$ cat src/core/pifp_defines.vh
`ifndef PIFP_DEFINES_VH
`define PIFP_DEFINES_VH

// register indices; byte address is four times the index
`define PIFP_IDX_PORT_C_INPUT_ENABLE        16'h30ba
`define PIFP_IDX_PORT_FILTER_SELECT_PORTS   16'h30ec
`define PIFP_IDX_FILTER_CLOCK_DIVIDER       16'h30ed
`define PIFP_IDX_PORT_FILTER_SELECT_SPECIAL 16'h30ee
`define PIFP_IDX_PORT_A_PULLUP_ENABLE       16'h30f0

`define PIFP_ADDR_W 18

// reset values
`define PIFP_RST_PORT_C_INPUT_ENABLE        4'h0
`define PIFP_RST_PORT_FILTER_SELECT_PORTS   6'h00
`define PIFP_RST_PORT_FILTER_SELECT_SPECIAL 4'h0
`define PIFP_RST_FILTER_CLOCK_DIVIDER       8'h00
`define PIFP_RST_PORT_A_PULLUP_ENABLE       6'h00

// pin synchroniser reset: reset/irq pin (bit 19) idles high
`define PIFP_RST_PIN_SYNC 21'h08_0000

// port_c_input_enable fields
`define PIFP_PCIE_MSB 3
`define PIFP_PCIE_LSB 0

// port_filter_select_ports fields
`define PIFP_PORT_C_FILTER_SEL_MSB 5
`define PIFP_PORT_C_FILTER_SEL_LSB 4
`define PIFP_PORT_B_FILTER_SEL_MSB 3
`define PIFP_PORT_B_FILTER_SEL_LSB 2
`define PIFP_PORT_A_FILTER_SEL_MSB 1
`define PIFP_PORT_A_FILTER_SEL_LSB 0

// port_filter_select_special fields
`define PIFP_FLTKB_MSB 3
`define PIFP_FLTKB_LSB 2
`define PIFP_FLTRS_MSB 1
`define PIFP_FLTRS_LSB 0

// filter_clock_divider fields
`define PIFP_DIV3_MSB 7
`define PIFP_DIV3_LSB 5
`define PIFP_DIV2_MSB 4
`define PIFP_DIV2_LSB 2
`define PIFP_DIV1_MSB 1
`define PIFP_DIV1_LSB 0

// port_a_pullup_enable: bit 4 reserved
`define PIFP_PULL_MASK 6'h2f

// filter clock select codes
`define PIFP_FSEL_BUS  2'h0
`define PIFP_FSEL_DIV1 2'h1
`define PIFP_FSEL_DIV2 2'h2
`define PIFP_FSEL_DIV3 2'h3

// divider base masks (divide-by minus one at the top code)
`define PIFP_DIV1_MASK_TOP 12'h00f
`define PIFP_DIV2_MASK_TOP 12'hfff
`define PIFP_DIV3_MASK_TOP 7'h7f
`define PIFP_DIV1_CODE_TOP 2'h3
`define PIFP_DIV23_CODE_TOP 3'h7

`endif

$ cat src/core/pifp_filter.v
`timescale 1ns/100ps
// glitch filter for a group of pins sharing one filter clock
module pifp_filter #(
  parameter          WIDTH = 1,
  parameter [WIDTH-1:0] INIT = {WIDTH{1'b0}}
) (
  input  wire             core_clk_in,
  input  wire             rst_in,
  input  wire [WIDTH-1:0] din_in,
  input  wire             tick_in,
  input  wire             bypass_in,
  output wire [WIDTH-1:0] dout_out
);

  reg [WIDTH-1:0] out_q;
  reg [WIDTH-1:0] seen_q;
  integer         i;

  // a new level must be seen on two consecutive ticks before it passes
  always @(posedge core_clk_in or posedge rst_in) begin
    if (rst_in) begin
      out_q  <= INIT;
      seen_q <= {WIDTH{1'b0}};
    end else if (bypass_in) begin
      out_q  <= din_in;
      seen_q <= {WIDTH{1'b0}};
    end else if (tick_in) begin
      for (i = 0; i < WIDTH; i = i + 1) begin
        if (din_in[i] == out_q[i]) begin
          seen_q[i] <= 1'b0;
        end else if (seen_q[i]) begin
          out_q[i]  <= din_in[i];
          seen_q[i] <= 1'b0;
        end else begin
          seen_q[i] <= 1'b1;
        end
      end
    end
  end

  assign dout_out = out_q;

endmodule // pifp_filter

$ cat src/core/pifp_top.v
`timescale 1ns/100ps
`include "pifp_defines.vh"

module pifp_top (
  input  wire                    core_clk_in,
  input  wire                    rst_in,
  input  wire                    psel_in,
  input  wire                    penable_in,
  input  wire                    pwrite_in,
  input  wire [`PIFP_ADDR_W-1:0] paddr_in,
  input  wire [31:0]             pwdata_in,
  input  wire [3:0]              pstrb_in,
  output wire [31:0]             prdata_out,
  output wire                    pready_out,
  output wire                    pslverr_out,
  input  wire                    stop_mode_in,
  input  wire                    lpo_clk_in,
  input  wire [5:0]              port_a_pin_in,
  input  wire [7:0]              port_b_pin_in,
  input  wire [3:0]              port_c_pin_in,
  input  wire                    kbi_pin_in,
  input  wire                    reset_irq_pin_in,
  input  wire [5:0]              port_a_out_en_in,
  input  wire [5:0]              port_a_in_en_in,
  output wire [5:0]              port_a_in_out,
  output wire [7:0]              port_b_in_out,
  output wire [3:0]              port_c_in_out,
  output wire                    keyboard_irq_in_out,
  output wire                    reset_irq_in_out,
  output wire [3:0]              port_c_in_en_out,
  output wire [5:0]              port_a_pull_out
);

  localparam [`PIFP_ADDR_W-1:0] ADDR_PCIE = {`PIFP_IDX_PORT_C_INPUT_ENABLE, 2'b00};
  localparam [`PIFP_ADDR_W-1:0] ADDR_FSP  = {`PIFP_IDX_PORT_FILTER_SELECT_PORTS, 2'b00};
  localparam [`PIFP_ADDR_W-1:0] ADDR_FDIV = {`PIFP_IDX_FILTER_CLOCK_DIVIDER, 2'b00};
  localparam [`PIFP_ADDR_W-1:0] ADDR_FSS  = {`PIFP_IDX_PORT_FILTER_SELECT_SPECIAL, 2'b00};
  localparam [`PIFP_ADDR_W-1:0] ADDR_PAPE = {`PIFP_IDX_PORT_A_PULLUP_ENABLE, 2'b00};

  // register file
  reg  [3:0]  port_c_input_enable_q;
  reg  [5:0]  port_filter_select_ports_q;
  reg  [3:0]  port_filter_select_special_q;
  reg  [7:0]  filter_clock_divider_q;
  reg  [5:0]  port_a_pullup_enable_q;

  // apb answer
  reg  [31:0] prdata_q;
  reg         pslverr_q;
  reg  [31:0] rdata_d;
  reg         hit_d;

  wire        setup_ph = psel_in & ~penable_in;
  wire        access_ph = psel_in & penable_in;
  // a refused address must not write; pstrb bit 0 gates the only
  // byte lane that holds register bits
  wire        wr_en = access_ph & pwrite_in & pstrb_in[0] & ~pslverr_q;

  // read mux and decode; reserved bits are zero-padded
  always @* begin
    rdata_d = 32'h0000_0000;
    hit_d   = 1'b1;
    case (paddr_in)
      ADDR_PCIE: rdata_d = {28'h000_0000, port_c_input_enable_q};
      ADDR_FSP:  rdata_d = {26'h000_0000, port_filter_select_ports_q};
      ADDR_FDIV: rdata_d = {24'h00_0000, filter_clock_divider_q};
      ADDR_FSS:  rdata_d = {28'h000_0000, port_filter_select_special_q};
      ADDR_PAPE: rdata_d = {26'h000_0000, port_a_pullup_enable_q};
      default:   hit_d   = 1'b0;
    endcase
  end

  // answer is captured at setup so data comes from flip-flops in access
  // pslverr is latched there too, so the access cycle sees a stable flag
  always @(posedge core_clk_in or posedge rst_in) begin
    if (rst_in) begin
      prdata_q  <= 32'h0000_0000;
      pslverr_q <= 1'b0;
    end else if (setup_ph) begin
      prdata_q  <= pwrite_in ? 32'h0000_0000 : rdata_d;
      pslverr_q <= ~hit_d;
    end
  end

  // zero wait states: every register answers in its first access cycle
  assign pready_out  = 1'b1;
  assign pslverr_out = access_ph & pslverr_q;
  assign prdata_out  = access_ph ? prdata_q : 32'h0000_0000;

  // register writes; only byte lane 0 carries data
  // reserved bits are never stored, so they always read back as zero
  always @(posedge core_clk_in or posedge rst_in) begin
    if (rst_in) begin
      port_c_input_enable_q        <= `PIFP_RST_PORT_C_INPUT_ENABLE;
      port_filter_select_ports_q   <= `PIFP_RST_PORT_FILTER_SELECT_PORTS;
      port_filter_select_special_q <= `PIFP_RST_PORT_FILTER_SELECT_SPECIAL;
      filter_clock_divider_q       <= `PIFP_RST_FILTER_CLOCK_DIVIDER;
      port_a_pullup_enable_q       <= `PIFP_RST_PORT_A_PULLUP_ENABLE;
    end else if (wr_en) begin
      case (paddr_in)
        ADDR_PCIE: port_c_input_enable_q <= pwdata_in[`PIFP_PCIE_MSB:`PIFP_PCIE_LSB];
        ADDR_FSP:  port_filter_select_ports_q <= pwdata_in[5:0];
        ADDR_FDIV: filter_clock_divider_q <= pwdata_in[7:0];
        ADDR_FSS:  port_filter_select_special_q <= pwdata_in[3:0];
        ADDR_PAPE: port_a_pullup_enable_q <= pwdata_in[5:0] & `PIFP_PULL_MASK;
        default: begin
        end
      endcase
    end
  end

  // field views
  wire [1:0] port_c_filter_sel = port_filter_select_ports_q[`PIFP_PORT_C_FILTER_SEL_MSB:`PIFP_PORT_C_FILTER_SEL_LSB];
  wire [1:0] port_b_filter_sel = port_filter_select_ports_q[`PIFP_PORT_B_FILTER_SEL_MSB:`PIFP_PORT_B_FILTER_SEL_LSB];
  wire [1:0] port_a_filter_sel = port_filter_select_ports_q[`PIFP_PORT_A_FILTER_SEL_MSB:`PIFP_PORT_A_FILTER_SEL_LSB];
  wire [1:0] keyboard_irq_filter_sel =
    port_filter_select_special_q[`PIFP_FLTKB_MSB:`PIFP_FLTKB_LSB];
  wire [1:0] reset_irq_pin_filter_sel =
    port_filter_select_special_q[`PIFP_FLTRS_MSB:`PIFP_FLTRS_LSB];
  wire [2:0] divider_set_three = filter_clock_divider_q[`PIFP_DIV3_MSB:`PIFP_DIV3_LSB];
  wire [2:0] divider_set_two   = filter_clock_divider_q[`PIFP_DIV2_MSB:`PIFP_DIV2_LSB];
  wire [1:0] divider_set_one   = filter_clock_divider_q[`PIFP_DIV1_MSB:`PIFP_DIV1_LSB];

  // synchronisers: first stage feeds only the second
  // lpo rides with the pins so it gets the same two-flop treatment
  reg  [20:0] sync1_q;
  reg  [20:0] sync2_q;
  reg         lpo_prev_q;
  wire [20:0] raw_pins = {lpo_clk_in, reset_irq_pin_in, kbi_pin_in,
                          port_c_pin_in, port_b_pin_in, port_a_pin_in};

  always @(posedge core_clk_in or posedge rst_in) begin
    if (rst_in) begin
      // reset/irq pin idles high: resetting its stages low would let the
      // bypassed filter show a false low pulse right after reset
      sync1_q    <= `PIFP_RST_PIN_SYNC;
      sync2_q    <= `PIFP_RST_PIN_SYNC;
      lpo_prev_q <= 1'b0;
    end else begin
      sync1_q    <= raw_pins;
      sync2_q    <= sync1_q;
      lpo_prev_q <= sync2_q[20];
    end
  end

  wire [5:0] pa_sync  = sync2_q[5:0];
  wire [7:0] pb_sync  = sync2_q[13:6];
  wire [3:0] pc_sync  = sync2_q[17:14];
  wire       kbi_sync = sync2_q[18];
  wire       rst_sync = sync2_q[19];
  wire       lpo_rise = sync2_q[20] & ~lpo_prev_q;

  // limitation: ticks follow free-running counters, so the first filter
  // period after a divider change can be short by up to one period
  // filter clock dividers as tick strobes off free-running counters
  reg  [11:0] bus_cnt_q;
  reg  [6:0]  lpo_cnt_q;
  // each mask is all ones, one count short of the divide ratio
  wire [11:0] mask_one   = `PIFP_DIV1_MASK_TOP >> (`PIFP_DIV1_CODE_TOP - divider_set_one);
  wire [11:0] mask_two   = `PIFP_DIV2_MASK_TOP >> (`PIFP_DIV23_CODE_TOP - divider_set_two);
  wire [6:0]  mask_three = `PIFP_DIV3_MASK_TOP >> (`PIFP_DIV23_CODE_TOP - divider_set_three);

  always @(posedge core_clk_in or posedge rst_in) begin
    if (rst_in) begin
      bus_cnt_q <= 12'h000;
      lpo_cnt_q <= 7'h00;
    end else begin
      bus_cnt_q <= bus_cnt_q + 12'h001;
      if (lpo_rise) begin
        lpo_cnt_q <= lpo_cnt_q + 7'h01;
      end
    end
  end

  wire tick_one   = ((bus_cnt_q & mask_one) == mask_one);
  wire tick_two   = ((bus_cnt_q & mask_two) == mask_two);
  // set three counts edges of the sampled low-power clock
  // lpo is sampled as data, so it must run well below half the bus clock
  wire tick_three = lpo_rise & ((lpo_cnt_q & mask_three) == mask_three);

  // select 00 ticks every clock, so every filter but the bypassed reset/irq one still needs two bus clocks
  function pick_tick;
    input [1:0] sel;
    input       t1;
    input       t2;
    input       t3;
    begin
      case (sel)
        `PIFP_FSEL_BUS:  pick_tick = 1'b1;
        `PIFP_FSEL_DIV1: pick_tick = t1;
        `PIFP_FSEL_DIV2: pick_tick = t2;
        `PIFP_FSEL_DIV3: pick_tick = t3;
        default:         pick_tick = 1'b1;
      endcase
    end
  endfunction

  // only the keyboard and reset/irq filters follow stop mode; the port
  // filters keep their own choice
  // stop mode pushes the set-one and set-two choices to set three
  function [1:0] stop_sel;
    input [1:0] sel;
    input       stop;
    begin
      if (stop && (sel == `PIFP_FSEL_DIV1 || sel == `PIFP_FSEL_DIV2)) begin
        stop_sel = `PIFP_FSEL_DIV3;
      end else begin
        stop_sel = sel;
      end
    end
  endfunction

  wire [1:0] kb_eff  = stop_sel(keyboard_irq_filter_sel, stop_mode_in);
  wire [1:0] rst_eff = stop_sel(reset_irq_pin_filter_sel, stop_mode_in);

  wire tick_pa  = pick_tick(port_a_filter_sel, tick_one, tick_two, tick_three);
  wire tick_pb  = pick_tick(port_b_filter_sel, tick_one, tick_two, tick_three);
  wire tick_pc  = pick_tick(port_c_filter_sel, tick_one, tick_two, tick_three);
  wire tick_kb  = pick_tick(kb_eff, tick_one, tick_two, tick_three);
  wire tick_rst = pick_tick(rst_eff, tick_one, tick_two, tick_three);
  wire rst_bypass = (rst_eff == `PIFP_FSEL_BUS);

  wire [5:0] pa_filt;
  wire [7:0] pb_filt;
  wire [3:0] pc_filt;
  wire       kb_filt;
  wire       rst_filt;

  // port filters never bypass; only the reset/irq pin may run unfiltered
  pifp_filter #(.WIDTH(6), .INIT(6'h00)) u_filt_pa (
    .core_clk_in (core_clk_in),
    .rst_in      (rst_in),
    .din_in      (pa_sync),
    .tick_in     (tick_pa),
    .bypass_in   (1'b0),
    .dout_out    (pa_filt)
  );

  pifp_filter #(.WIDTH(8), .INIT(8'h00)) u_filt_pb (
    .core_clk_in (core_clk_in),
    .rst_in      (rst_in),
    .din_in      (pb_sync),
    .tick_in     (tick_pb),
    .bypass_in   (1'b0),
    .dout_out    (pb_filt)
  );

  pifp_filter #(.WIDTH(4), .INIT(4'h0)) u_filt_pc (
    .core_clk_in (core_clk_in),
    .rst_in      (rst_in),
    .din_in      (pc_sync),
    .tick_in     (tick_pc),
    .bypass_in   (1'b0),
    .dout_out    (pc_filt)
  );

  pifp_filter #(.WIDTH(1), .INIT(1'b0)) u_filt_kb (
    .core_clk_in (core_clk_in),
    .rst_in      (rst_in),
    .din_in      (kbi_sync),
    .tick_in     (tick_kb),
    .bypass_in   (1'b0),
    .dout_out    (kb_filt)
  );

  // reset pin idles high, so its filter starts high to avoid a false edge
  pifp_filter #(.WIDTH(1), .INIT(1'b1)) u_filt_rst (
    .core_clk_in (core_clk_in),
    .rst_in      (rst_in),
    .din_in      (rst_sync),
    .tick_in     (tick_rst),
    .bypass_in   (rst_bypass),
    .dout_out    (rst_filt)
  );

  // outputs
  // filtered levels leave straight from the filter registers; port c passes its enable gate first
  assign port_a_in_out       = pa_filt;
  assign port_b_in_out       = pb_filt;
  // a disabled port c input reads low whatever the pin does
  assign port_c_in_out       = pc_filt & port_c_input_enable_q;
  assign port_c_in_en_out    = port_c_input_enable_q;
  assign keyboard_irq_in_out = kb_filt;
  assign reset_irq_in_out    = rst_filt;
  // pull-up only for a pin that is a plain input, never output or hi-z
  assign port_a_pull_out     = port_a_pullup_enable_q & ~port_a_out_en_in
                               & port_a_in_en_in;

endmodule // pifp_top

$ cat config.mk
export PLATFORM = sky130hd
export DESIGN_NAME = pifp_top
export DESIGN_NICKNAME = d
export VERILOG_FILES = /design/src/core/pifp_filter.v /design/src/core/pifp_top.v
export VERILOG_INCLUDE_DIRS = /design/src /design/src/core
export SDC_FILE = /design/constraint.sdc
export NUM_CORES = 1
export LEC_CHECK = 0
export BUFFER_PORTS_ARGS = -buffer_cell sky130_fd_sc_hd__buf_4
export CORE_UTILIZATION = 57
export CTS_CLUSTER_SIZE = 25
export DETAILED_ROUTE_END_ITERATION = 8
export PLACE_DENSITY = 0.86
export SYNTH_ARGS = -nofsm -noshare
export SYNTH_HDL_FRONTEND = slang
export SYNTH_SLANG_ARGS = --single-unit
$ cat constraint.sdc
create_clock -name core_clk_in -period 5.7 [get_ports core_clk_in]
set_input_delay 0 -clock core_clk_in [delete_from_list [all_inputs] [get_ports core_clk_in]]
set_output_delay 0 -clock core_clk_in [all_outputs]
set_load 0.02 [all_outputs]
Word-level counts from Yosys, hierarchy flattened --
Cells that the tools add are included.
Word-level totals: flip-flop bits (word level) 162, input port bits 93
Cells by class: add/sub/neg operators 5, equality and inequality tests 48, shift-type cells 3, mux-type cells 57, bitwise operators 38, reduce and logical (&&, ||, !) cells 37
Operator list (number):
- $eq 18x16->1 const B | 5
- $mux 32 | 2
- $reduce_and 3->1 | 20
- $mux 1 | 47
- $pmux 8 s5 | 1
- $and 12x12->12 | 2
- $eq 12x12->1 | 2
- $eq 2x2->1 const B | 12
- $not 1->1 | 23
- $eq 1x1->1 | 20
- $pmux 1 s4 | 5
- $eq 2x1->1 const B | 7
- $add 12x1->12 const B | 1
- $and 6x6->6 | 2
- $shr 12x3->12 const A | 1
- $shr 4x2->12 const A | 1
- $logic_not 2->1 | 5
- $reduce_and 2->1 | 5
- $and 1x1->1 | 8
- $add 7x1->7 const B | 1
- $and 7x7->7 | 1
- $eq 7x7->1 | 1
- $shr 7x3->7 const A | 1
- $not 6->6 | 1
- 9 further kinds | 14

Depth between registers and ports, before layout --
Gate-level depths: netlist (run 1).
depth after elaboration 8, gate-level depth with buffers 10

Hierarchy --
Synthesis (run 1) repeated with hierarchy kept, for this count alone.
Second synthesis, totals: cells, all modules 534, area total of the unflattened synthesis 6292.3 sq um
By module, submodules not included:
- pifp_top | times used 1, cells each 360, area each 4261.6 sq um
- pifp_filter at u_filt_pb | times used 1, cells each 69, area each 793.3 sq um
- pifp_filter at u_filt_pa | times used 1, cells each 52, area each 620.6 sq um
- pifp_filter at u_filt_pc | times used 1, cells each 35, area each 417.9 sq um
- pifp_filter at u_filt_rst | times used 1, cells each 9, area each 100.1 sq um
- pifp_filter at u_filt_kb | times used 1, cells each 9, area each 98.8 sq um

Least setup slack after synthesis (run 1) --
Ideal clock, no wire load.
kind register to register, from register filter_clock_divider_q[7], to register u_filt_pa.seen_q[0], library setup time 125 ps, arrival 2161 ps, setup slack 3413 ps, cell stages (with the launch flop) 10, buffers on the path 3, period minus slack after synthesis 2287 ps, cell sequence dfrtp_1 -> or2b_1 -> a21boi_1 -> or4b_1 -> buf_6 -> and3_4 -> buf_6 -> nor3_4 -> buf_6 -> mux2_4
On the way: cells in the longest elaborated chain, start to end 6
RTL lines:
- start, declared | RTL line pifp_top.v:44 | reg [7:0] filter_clock_divider_q;
- start signal, assigned | RTL line pifp_top.v:97 | filter_clock_divider_q <= `PIFP_RST_FILTER_CLOCK_DIVIDER;
- start signal, assigned | RTL line pifp_top.v:103 | ADDR_FDIV: filter_clock_divider_q <= pwdata_in[7:0];
- $sub 3x3->3 (no line) (*)
- $shr 7x3->7 (no line) (*)
- $and 7x7->7 | RTL line pifp_top.v:179 | wire tick_three = lpo_rise & ((lpo_cnt_q & mask_three) == mask_three);
- $eq 7x7->1 (*) | RTL line pifp_top.v:179
- $and 1x1->1 (*) | RTL line pifp_top.v:179
- $pmux 1 s4 (*) | RTL line pifp_top.v:188 | case (sel)
- end signal, assigned | RTL line pifp_filter.v:23 | seen_q <= {WIDTH{1'b0}};
- end signal, assigned | RTL line pifp_filter.v:26 | seen_q <= {WIDTH{1'b0}};
- end, declared | RTL line pifp_filter.v:16 | reg [WIDTH-1:0] seen_q;
Mark *: on every way between the ends. The rest lies on a longest branch, timed or not. A chain may end at the register's enable or synchronous reset.

Final worst setup path (run 1) --
from register sync2_q[20], to register u_filt_pa.seen_q[4]
On the way: cells in the longest elaborated chain, start to end 3
RTL lines:
- start, declared | RTL line pifp_top.v:127 | reg [20:0] sync2_q;
- start signal, assigned | RTL line pifp_top.v:137 | sync2_q <= `PIFP_RST_PIN_SYNC;
- start signal, assigned | RTL line pifp_top.v:141 | sync2_q <= sync1_q;
- $and 1x1->1 | RTL line pifp_top.v:151 | wire lpo_rise = sync2_q[20] & ~lpo_prev_q;
- $and 1x1->1 | RTL line pifp_top.v:179
- $pmux 1 s4 | RTL line pifp_top.v:188
Every way passes these cells.

==> flow_metrics.env, run 1 <==
export IMPL_status="finished, final reports clean"
export IMPL_grt_pass1_wl_microns=24000
export IMPL_finalHoldViolCount=0
export IMPL_nets=758
export IMPL_root_buffer="clkbuf_8"
export IMPL_worstSetupStartpoint="sync2_q[20]"
export IMPL_path_cells="nor2b_2 > nand2_1 > or4b_1 > and3_4 > nor3_4 > mux2_2"
export IMPL_vdd_drop_max_uv=253
export IMPL_cts_tree="done"
export IMPL_cts_buffer_depth=2
export IMPL_portBuffers=101
export IMPL_htree_levels=4
export IMPL_die_w_microns=106
export IMPL_endpoint="u_filt_pa.seen_q[4]"
export IMPL_drc=0
export IMPL_synth_area_leader_cell="dfrtp_1"
export IMPL_drt_iter0_drc=415
export IMPL_p_sw_uw=863
export IMPL_routabilityCongestion=0.815
export IMPL_seqPwrFrac_pct=42.4
export IMPL_crit_path_max_fanout=12
export IMPL_required_ns=6.10
export IMPL_fp_dieArea_sq_um=11300
export IMPL_maxCapViolations=0
export IMPL_setup_violations=0
export IMPL_grt_busiest_layer="met2"
export IMPL_worstSetupStartpointType="flop"
export IMPL_dr_pass1_iters=6
export IMPL_wl_microns=14300
export IMPL_yosys_top_cells_area="dfrtp_1, mux2_2, xnor2_1, buf_4, nand2_1"
export IMPL_power_share_clock_pct=36.4
export IMPL_ys_ff_latch=138
export IMPL_regToRegStartpoint="sync2_q[20]"
export IMPL_synth_main_ff_cell="dfrtp_1"
export IMPL_clk_pin_slew_worst_paths_ns=0.06
export IMPL_synth_top_cell_area_share_pct=54.3
export IMPL_cts_resized_gates=0
export IMPL_core_area_sq_um=10500
export IMPL_met1_usage_pct=32.6
export IMPL_synth_seq_area_share_pct=55.6
export IMPL_internal_power_mw=2.29
export IMPL_syn_inst=514
export IMPL_clock_skew_ns=0.00993
export IMPL_async_flop_share_pct=100
export IMPL_period_needed_ns=2.72
export IMPL_die_y_microns=106
export IMPL_viasPerCell=5.76
export IMPL_r2r_setup_slack_ns=2.98
export IMPL_reg2reg_depth=6
export IMPL_clock_latency_ns=0.52
export IMPL_grtUsageMet3_pct=6.62
export IMPL_switching_share_pct=27.4
export IMPL_arrival_ns=3.11
export IMPL_syn_area_per_cell_sq_um=12.1
export IMPL_worstMarginPinSlew_ns=0.860
export IMPL_syn2layout_area_growth_pct=28.5
export IMPL_overflow=0
export IMPL_grt_usage_pct=27.6
export IMPL_fmax_mhz=368
export IMPL_p_leak_nw=3.77
export IMPL_row_count=37
export IMPL_timing_rr_end="u_filt_pa.seen_q[4]"
export IMPL_cts_buffers=17
export IMPL_io_pins=157
export IMPL_synth_cell_type_count=65
export IMPL_ant_nets=0
export IMPL_met2_usage_pct=47.4
export IMPL_cp_end_kind="flop"
export IMPL_fin_crit_sh_pct=47.7
export IMPL_fin_hold_ws_ns=0.0416
export IMPL_insertedDiodeCount=0
export IMPL_synth_edff_count=0
export IMPL_max_stage_delay_ns=0.68
export IMPL_vias=4666
export IMPL_start_util_pct=59.4
export IMPL_hold_path_class="primary input to flop"
export IMPL_powerDensity_nw_per_um2=394
export IMPL_antenna_found_initial=0
export IMPL_maxSlewViolCount=0
export IMPL_slowest_stage="or4b_1"
export IMPL_grt_max_degree=73
export IMPL_slew_headroom_pct=42.7
export IMPL_setup_tns_ns=0
export IMPL_grt_pass1_vias=4881
export IMPL_crit_type="flop to flop"
export IMPL_rsz0062_at_grt="no"
export IMPL_wire_per_inst_microns=17.7
export IMPL_drive_gt1_share_pct=31.9
export IMPL_syn_area_sq_um=6220
export IMPL_clock_sinks=138
export IMPL_yosys_warnings=0
export IMPL_p_comb_share_pct=21.3
export IMPL_dpl_hpwl_microns=8930
-- power by group through the flow --
| stage | combinational (mW) | clock (mW) | sequential, mW |
|---|---|---|---|
| 2_1_floorplan | 0.399 | 0 | 1.37 |
| 3_3_place_gp | 0.614 | 0 | 1.32 |
| 3_5_place_dp | 0.647 | 0 | 1.34 |
| 4_1_cts | 0.677 | 1.16 | 1.33 |
| 5_1_grt | 0.733 | 1.20 | 1.36 |
| 6_report | 0.669 | 1.15 | 1.33 |
-- flip-flops by register name, indices dropped and copies added (netlist names), 4 cells and up --
| name | flops |
|---|---|
| u_filt_pc.seen_q | 4 |
| u_filt_pb.dout_out | 8 |
| sync1_q | 21 |
| u_filt_pa.dout_out | 6 |
| sync2_q | 21 |
| port_filter_select_ports_q | 6 |
| u_filt_pb.seen_q | 8 |
| u_filt_pc.dout_out | 4 |
| filter_clock_divider_q | 8 |
| u_filt_pa.seen_q | 6 |
| lpo_cnt_q | 7 |
| bus_cnt_q | 12 |
| prdata_q | 8 |
| port_filter_select_special_q | 4 |
| port_a_pullup_enable_q | 5 |
| port_c_in_en_out | 4 |
-- per-layer routing --
layer,vias to the layer above,routed length [microns]
li1,2067,-
met1,2324,5420
met2,221,7480
met3,54,877
met4,0,543
met5,-,0
-- metrics by stage --
step	setup WS (ns)	total power [mW]	utilization (%)	cells	cell area, sq um
4_1_cts	2.99	3.17	76.4	810	7990
5_1_grt	2.73	3.29	76.4	810	7990
3_3_place_gp	3.02	1.94	66.8	740	6980
2_1_floorplan	2.01	1.77	-	538	6310
3_5_place_dp	2.99	1.99	66.8	740	6980
6_report	2.98	3.15	76.4	810	7990
-- cells in the mapped netlist (5+ instances only) --
master / instances
buf_4: 28
nand3_1: 22
mux2_2: 55
and3_1: 11
and3b_1: 5
clkbuf_1: 5
dfrtp_1: 135
xor2_1: 5
nor2_1: 28
and2_1: 8
nor3_1: 6
nand4_1: 5
nor2b_1: 5
inv_1: 14
xnor2_1: 31
a21oi_1: 10
a31o_2: 6
nand2_1: 35
o21ai_0: 17
o31a_1: 6
-- worst min path at each step --
stage	startpoint	endpoint	cells past startpoint
2_1_floorplan	reset_irq_pin_in	sync1_q[19]	0
3_3_place_gp	lpo_clk_in	sync1_q[20]	1
3_5_place_dp	port_c_pin_in[1]	sync1_q[15]	1
4_1_cts	paddr_in[4]	prdata_q[0]	5
5_1_grt	paddr_in[4]	prdata_q[0]	5
6_report	paddr_in[4]	prdata_q[3]	5
-- cells in the final DEF, fill, tap and decap left out, types with 5 or more instances in the layout --
cell type and instances:
a21oi_1 10, a31o_2 6, and2_1 8, and3_1 11
and3b_1 5, buf_4 103, clkbuf_16 16, conb_1 26
dfrtp_1 135, dlygate4sd3_1 38, inv_1 13, mux2_2 55
nand2_1 35, nand3_1 22, nand4_1 5, nor2_1 28
nor2b_1 5, nor3_1 6, o21ai_0 17, o31a_1 6
xnor2_1 31, xor2_1 5
-- layout make-up --
class / instances / area [sq um]
flip-flops and latches: 138 / 3460
multi-input cells: 348 / 2520
fillers: 607 / 2470
repair buffers: 141 / 1150
clock buffers: 21 / 459
well taps: 136 / 170
clock inverters: 11 / 166
inverters: 15 / 58.8
-- critical path, delay by kind of cell (launching register included) --
kind             cells  cell delay (ns)
multiplexers         1             0.40
AND/OR/NAND/NOR      5             1.85
flip-flops           1             0.35
-- timing repair --
item | 4_1_cts | 5_1_grt
hold buffers | 38 | 0
hold endpoints to repair | 128 | 0
buffers inserted | 0 | 0
-- cell families after synthesis --
| kind of cell | Yosys count | synth area share [%] |
|---|---|---|
| AND/OR/NAND/NOR | 156 | 14.4 |
| adder cells (fa/ha/maj) | 4 | 0.805 |
| multiplexers | 61 | 11.3 |
| flip-flops | 138 | 55.6 |
| other | 2 | 0.121 |
| XOR/XNOR | 36 | 5.07 |
| buffers and inverters | 52 | 5.21 |
| AO/OA/AOI/OAI | 65 | 7.49 |
Note: power is estimated with default switching activity, not from simulation.
==> run 2: changes to the inputs <==
- ABC_AREA: default -> 1
- CORE_UTILIZATION: 57 -> 48
- PLACE_DENSITY: 0.86 -> 0.77
- clock period: 5.7 -> 2.3 ns (I/O delays scaled with it)
==> run 2 against run 1 <==
  * Largest power group unchanged
  * Synthesized area rose by 4.1%
  * Core utilization shrank 14 points
  * Critical path type unchanged
  * Synthesized cell count up 36%
  * Fmax grew 45%
  * Cell count up 28%
  * First-iteration DRC count down 27%
==> flow_metrics.env, run 2 <==
export IMPL_yosys_top_cells_area="dfrtp_1, nand2_1, nand3_1, xor2_1, inv_1"
export IMPL_yosys_warnings=0
export IMPL_die_w_microns=118
export IMPL_finalHoldViolCount=0
export IMPL_final_cells=1035
export IMPL_dp_slack_ns=0.425
export IMPL_fmax_mhz=535
export IMPL_dp_cells=973
export IMPL_overflow=0
export IMPL_fin_ws_ns=0.431
export IMPL_syn_inst=701
export IMPL_p_sw_mw=2.04
export IMPL_switching_share_pct=27.6
export IMPL_multiInputGateArea_sq_um=2600
export IMPL_start_util_pct=49.0
export IMPL_vdd_drop_max_uv=738
export IMPL_slew_headroom_pct=54.3
export IMPL_seqPwrFrac_pct=43.7
export IMPL_clock_sinks=138
export IMPL_clock_latency_ns=0.42
export IMPL_yosys_top_cells_count="nand2_1, dfrtp_1, inv_1"
export IMPL_cp_end_kind="flop"
export IMPL_arrival_ns=2.17
export IMPL_core_area_sq_um=13200
export IMPL_n_fill_cell=1091
export IMPL_clk_pin_slew_worst_paths_ns=0.06
export IMPL_routabilityCongestion=0.852
export IMPL_final_area_sq_um=8260
export IMPL_rsz0062_at_grt="no"
export IMPL_drt_iter0_drc=302
export IMPL_yosysMostFrequentCell="nand2_1"
export IMPL_dpl_hpwl_microns=9440
export IMPL_grt_max_degree=48
export IMPL_fin_crit_sh_pct=81.3
export IMPL_viasPerCell=4.87
export IMPL_synth_cell_type_count=41
export IMPL_ys_ff_latch=138
export IMPL_period_needed_ns=1.87
export IMPL_final_cell_mix="nand2_1, dfrtp_1, buf_4, inv_1, nand3_1"
export IMPL_wire_per_inst_microns=13.1
export IMPL_crit_type="flop to flop"
export IMPL_cts_tree="done"
export IMPL_htree_levels=4
export IMPL_cts_buffers=17
export IMPL_syn_area_sq_um=6470
export IMPL_status="finished, final reports clean"
export IMPL_drc=0
export IMPL_grt_pass1_vias=4875
export IMPL_synth_area_leader_cell="dfrtp_1"
export IMPL_maxSlewViolCount=0
export IMPL_synth_top_cell_area_share_pct=52.2
export IMPL_vias=5036
export IMPL_syn2layout_area_growth_pct=27.8
export IMPL_nets=944
export IMPL_cts_resized_gates=0
export IMPL_crit_path_max_fanout=24
export IMPL_mostFrequentLayoutCell="nand2_1"
export IMPL_synth_edff_count=0
export IMPL_synth_seq_area_share_pct=53.4
export IMPL_grt_usage_pct=20.9
export IMPL_setup_tns_ns=0
export IMPL_clock_skew_ns=0.00720
export IMPL_largestRegisters="sync1_q: 21 flops, sync2_q: 21 flops, bus_cnt_q: 12 flops"
export IMPL_powerDensity_nw_per_um2=893
export IMPL_dr_pass1_iters=5
export IMPL_worstMarginPinSlew_ns=0.683
export IMPL_p_leak_nw=4.10
export IMPL_io_pins=157
export IMPL_grt_pass1_wl_microns=23100
export IMPL_synth_main_ff_cell="dfrtp_1"
export IMPL_ant_nets=0
export IMPL_area_sequential_sq_um=3460
export IMPL_insertedDiodeCount=0
export IMPL_antenna_found_initial=0
export IMPL_cts_buffer_depth=2
export IMPL_hold_path_class="primary input to flop"
export IMPL_fin_util_pct=62.7
export IMPL_placed_area_sq_um=7340
export IMPL_root_buffer="clkbuf_16"
export IMPL_power_share_clock_pct=38.0
export IMPL_p_comb_share_pct=18.2
export IMPL_drive_gt1_share_pct=20.3
export IMPL_async_flop_share_pct=100
export IMPL_row_count=42
export IMPL_maxCapViolations=0
export IMPL_fp_dieArea_sq_um=13900
export IMPL_portBuffers=101
export IMPL_setup_violations=0
export IMPL_wl_microns=13600
export IMPL_required_ns=2.61
export IMPL_worstSetupStartpointType="flop"
export IMPL_internal_power_mw=5.34
export IMPL_syn_area_per_cell_sq_um=9.23
export IMPL_die_y_microns=118
-- run 2: cell types whose count changed after synthesis, sizes merged, moves of 26 or more --
cell   previous run  this run
inv              15        64
mux2             60         1
nand2            36       191
nand3            22        68
nand4             5        33
nor2             28        57
xnor2            31         4
xor2              5        31
-- run 2: path summary, 6_finish.rpt --
check | start | to | slack [ns] | cells past startpoint
max | bus_cnt_q[1] | u_filt_pb.dout_out[4] | 0.43 | 10
min | penable_in | prdata_q[5] | 0.01 | 5
min reg2reg | sync1_q[4] | sync2_q[4] | 0.35 | 0
min in group asynchronous | rst_in | prdata_q[7] | 0.23 | 3
max in group asynchronous | rst_in | sync2_q[19] | 1.33 | 4
max reg2reg | bus_cnt_q[1] | u_filt_pb.dout_out[4] | 0.43 | 10
-- run 2: worst max-delay path, stage by stage (launching register included) --
cell	delay [ns]
dfrtp_1	0.39
ha_1	0.23
nand3_2	0.11
nor2_2	0.15
nand2_2	0.11
nor2_8	0.16
nand3_4	0.16
nand3_4	0.25
nand2_1	0.09
nand2_1	0.07
nand2_1	0.04
-- run 2: power by group through the flow --
stage	clock network, mW	logic, mW	registers (mW)
after global placement	0	1.27	3.24
after detailed placement	0	1.31	3.25
after global routing	2.95	1.52	3.28
final	2.80	1.35	3.23
after CTS	2.84	1.36	3.22
after floorplan	0	0.763	3.33
-- run 2: per-stage QoR --
stage | hold slack, ns | power, mW
2_1_floorplan | 0.00448 | 4.09
3_3_place_gp | 0.109 | 4.51
3_5_place_dp | 0.111 | 4.57
4_1_cts | 0.00115 | 7.43
5_1_grt | 0.00863 | 7.75
6_report | 0.0117 | 7.38
-- run 2: repair_timing --
item | 4_1_cts | 5_1_grt
buffers inserted | 0 | 0
hold buffers | 31 | 0
hold endpoints to repair | 77 | 0
-- run 2: kinds of logic after synthesis --
logic type,count (synthesis),synth area share (%)
AOI/OAI and AO/OA,49,4.84
xor gates and xnor gates,35,4.74
adders and majority gates,4,0.774
buffers and inverters,98,7.76
DFF,138,53.4
muxes,1,0.174
other,2,0.116
and+or+nand+nor,374,28.2
-- run 2: final cells by class --
type | instances | area share [%]
well taps | 176 | 2.66
inverters | 65 | 3.00
clock buffers | 25 | 6.12
multi-input cells | 489 | 31.5
clock inverters | 6 | 1.33
flip-flops and latches | 138 | 41.8
repair buffers | 136 | 13.6
-- run 2: metal layers --
| layer | global-route usage (%) | vias to the layer above | routed length [microns] |
|---|---|---|---|
| met5 | 0 | - | 0 |
| met2 | 34.2 | 109 | 6690 |
| li1 | - | 2517 | - |
| met3 | 6.35 | 12 | 587 |
| met1 | 27.1 | 2398 | 6180 |
| met4 | 5.61 | 0 | 101 |
==> run 3: changes to the inputs <==
- clock period: 2.3 -> 1.7 ns (I/O delays scaled with it)
==> run 3 against run 2 <==
  * Clock power grew 31%
  * Global-route usage up 0.64 points
  * Largest power group unchanged
  * Non-clock buffer count grew 23
  * First-iteration DRC count fell by 8.3%
  * Power up 35%
==> flow_metrics.env, run 3 (same netlist as run 2, synthesis figures left out) <==
export IMPL_mostFrequentLayoutCell="nand2_1"
export IMPL_required_ns=2.01
export IMPL_cts_buffers=17
export IMPL_p_comb_share_pct=19.1
export IMPL_insertedDiodeCount=0
export IMPL_clk_pin_slew_worst_paths_ns=0.06
export IMPL_fp_dieArea_sq_um=13900
export IMPL_crit_type="flop to flop"
export IMPL_routabilityCongestion=0.929
export IMPL_power_share_clock_pct=36.9
export IMPL_cp_end_kind="flop"
export IMPL_core_area_sq_um=13200
export IMPL_p_sw_mw=2.80
export IMPL_clock_sinks=138
export IMPL_viasPerCell=4.99
export IMPL_powerDensity_nw_per_um2=1160
export IMPL_vdd_drop_max_uv=886
export IMPL_hold_path_startpoint="penable_in"
export IMPL_wire_per_inst_microns=13.6
export IMPL_row_count=42
export IMPL_dpl_hpwl_microns=9550
export IMPL_clock_latency_ns=0.42
export IMPL_endpoint="u_filt_pc.seen_q[2]"
export IMPL_finalHoldViolCount=0
export IMPL_start_util_pct=49.0
export IMPL_wl_microns=14500
export IMPL_seqPwrFrac_pct=44.0
export IMPL_die_y_microns=118
export IMPL_syn2layout_area_growth_pct=32.6
export IMPL_grt_pass1_wl_microns=23700
export IMPL_arrival_ns=1.97
export IMPL_grt_max_degree=69
export IMPL_final_cell_mix="nand2_1, dfrtp_1, buf_4, inv_1, nand3_1"
export IMPL_root_buffer="clkbuf_16"
export IMPL_worstSetupStartpointType="flop"
export IMPL_clock_skew_ns=0.00470
export IMPL_regToRegStartpoint="bus_cnt_q[0]"
export IMPL_maxSlewViolCount=0
export IMPL_htree_levels=4
export IMPL_grt_pass1_vias=5070
export IMPL_crit_path_max_fanout=5
export IMPL_grt_usage_pct=21.6
export IMPL_switching_share_pct=28.2
export IMPL_maxCapViolations=0
export IMPL_drc=0
export IMPL_cts_tree="done"
export IMPL_portBuffers=101
export IMPL_timing_rr_end="u_filt_pc.seen_q[2]"
export IMPL_n_fill_cell=1061
export IMPL_fin_ws_ns=0.0459
export IMPL_dr_pass1_iters=5
export IMPL_period_needed_ns=1.65
export IMPL_r2r_setup_slack_ns=0.05
export IMPL_drive_gt1_share_pct=23.6
export IMPL_worstSetupStartpoint="bus_cnt_q[0]"
export IMPL_overflow=0
export IMPL_ant_nets=0
export IMPL_rsz0062_at_grt="yes"
export IMPL_fmax_mhz=605
export IMPL_drt_iter0_drc=277
export IMPL_reg2reg_depth=9
export IMPL_setup_violations=0
export IMPL_hold_path_class="primary input to flop"
export IMPL_nets=972
export IMPL_status="finished, final reports clean"
export IMPL_hold_depth=5
export IMPL_internal_power_mw=7.12
export IMPL_fin_hold_ws_ns=0.0155
export IMPL_antenna_found_initial=0
export IMPL_dp_slack_ns=0.00121
export IMPL_fin_crit_sh_pct=97.3
export IMPL_io_pins=157
export IMPL_die_w_microns=118
export IMPL_largestRegisters="sync1_q: 21 flops, sync2_q: 21 flops, bus_cnt_q: 12 flops"
export IMPL_p_leak_nw=4.22
export IMPL_cts_buffer_depth=2
export IMPL_vias=5311
[run 3: changes by cell type in the layout (fill, tap and decap cells not counted), sizes merged]
cell | previous run | this run
buf | 105 | 128
bufinv | 3 | 2
clkbuf | 25 | 26
clkinv | 2 | 3
nand3 | 68 | 73
[run 3: layout make-up]
type | instances | area [sq um] | share of cell area [%]
Sequential cell | 138 | 3460 | 40.3
Inverter | 65 | 248 | 2.89
Multi-Input combinational cell | 494 | 2750 | 32.1
Timing Repair Buffer | 159 | 1300 | 15.2
Clock buffer | 26 | 509 | 5.94
Tap cell | 176 | 220 | 2.57
Clock inverter | 6 | 85.1 | 0.992
[run 3: critical path: stages (launching register included)]
cell     delay [ns]
dfrtp_1        0.37
ha_2           0.22
nand3_4        0.10
nor2_4         0.12
nand2_2        0.10
nor2_8         0.16
nand3_2        0.16
buf_4          0.19
nand4_1        0.06
nand2_1        0.06
[run 3: metal layers]
layer / share of wire (%) / GRT usage, % / up-vias
met5: 0 / 0 / -
met4: 1.6 / 8.97 / 0
met3: 3.9 / 4.75 / 22
met2: 51 / 35.8 / 140
met1: 44 / 27.3 / 2559
li1: - / - / 2590
[run 3: power by group through the flow]
stage	Sequential (mW)	Combinational (mW)	Clock, mW
2_1_floorplan	4.51	1.03	0
3_3_place_gp	4.38	1.73	0
3_5_place_dp	4.40	1.79	0
4_1_cts	4.36	1.87	3.71
5_1_grt	4.44	2.11	3.88
6_report	4.37	1.89	3.66
[run 3: metrics by stage]
stage | utilization [%] | area, sq um | cells | power, mW | TNS (ns)
after floorplan | - | 6560 | 725 | 5.54 | -2.52
after global placement | 56.8 | 7490 | 993 | 6.11 | 0
after detailed placement | 56.8 | 7490 | 993 | 6.19 | 0
after CTS | 63.8 | 8410 | 1057 | 9.95 | 0
after global routing | 65.0 | 8570 | 1064 | 10.4 | -0.779
final | 65.0 | 8570 | 1064 | 9.93 | 0
[run 3: worst min path at each step]
stage                        to  slack (ns)
2_1_floorplan       sync1_q[19]       0.004
3_3_place_gp         sync1_q[4]        0.11
3_5_place_dp        sync1_q[16]        0.11
4_1_cts        u_filt_kb.seen_q       0.003
5_1_grt               pslverr_q        0.02
6_report            prdata_q[5]        0.02
[run 3: repair_timing]
action | in CTS | in global routing
hold buffers | 31 | 0
pin swaps | 0 | 5
setup buffers | 0 | 3
resized for setup | 1 | 19
setup endpoints to repair | 3 | 39
hold endpoints to repair | 186 | 0
cloned | 1 | 4
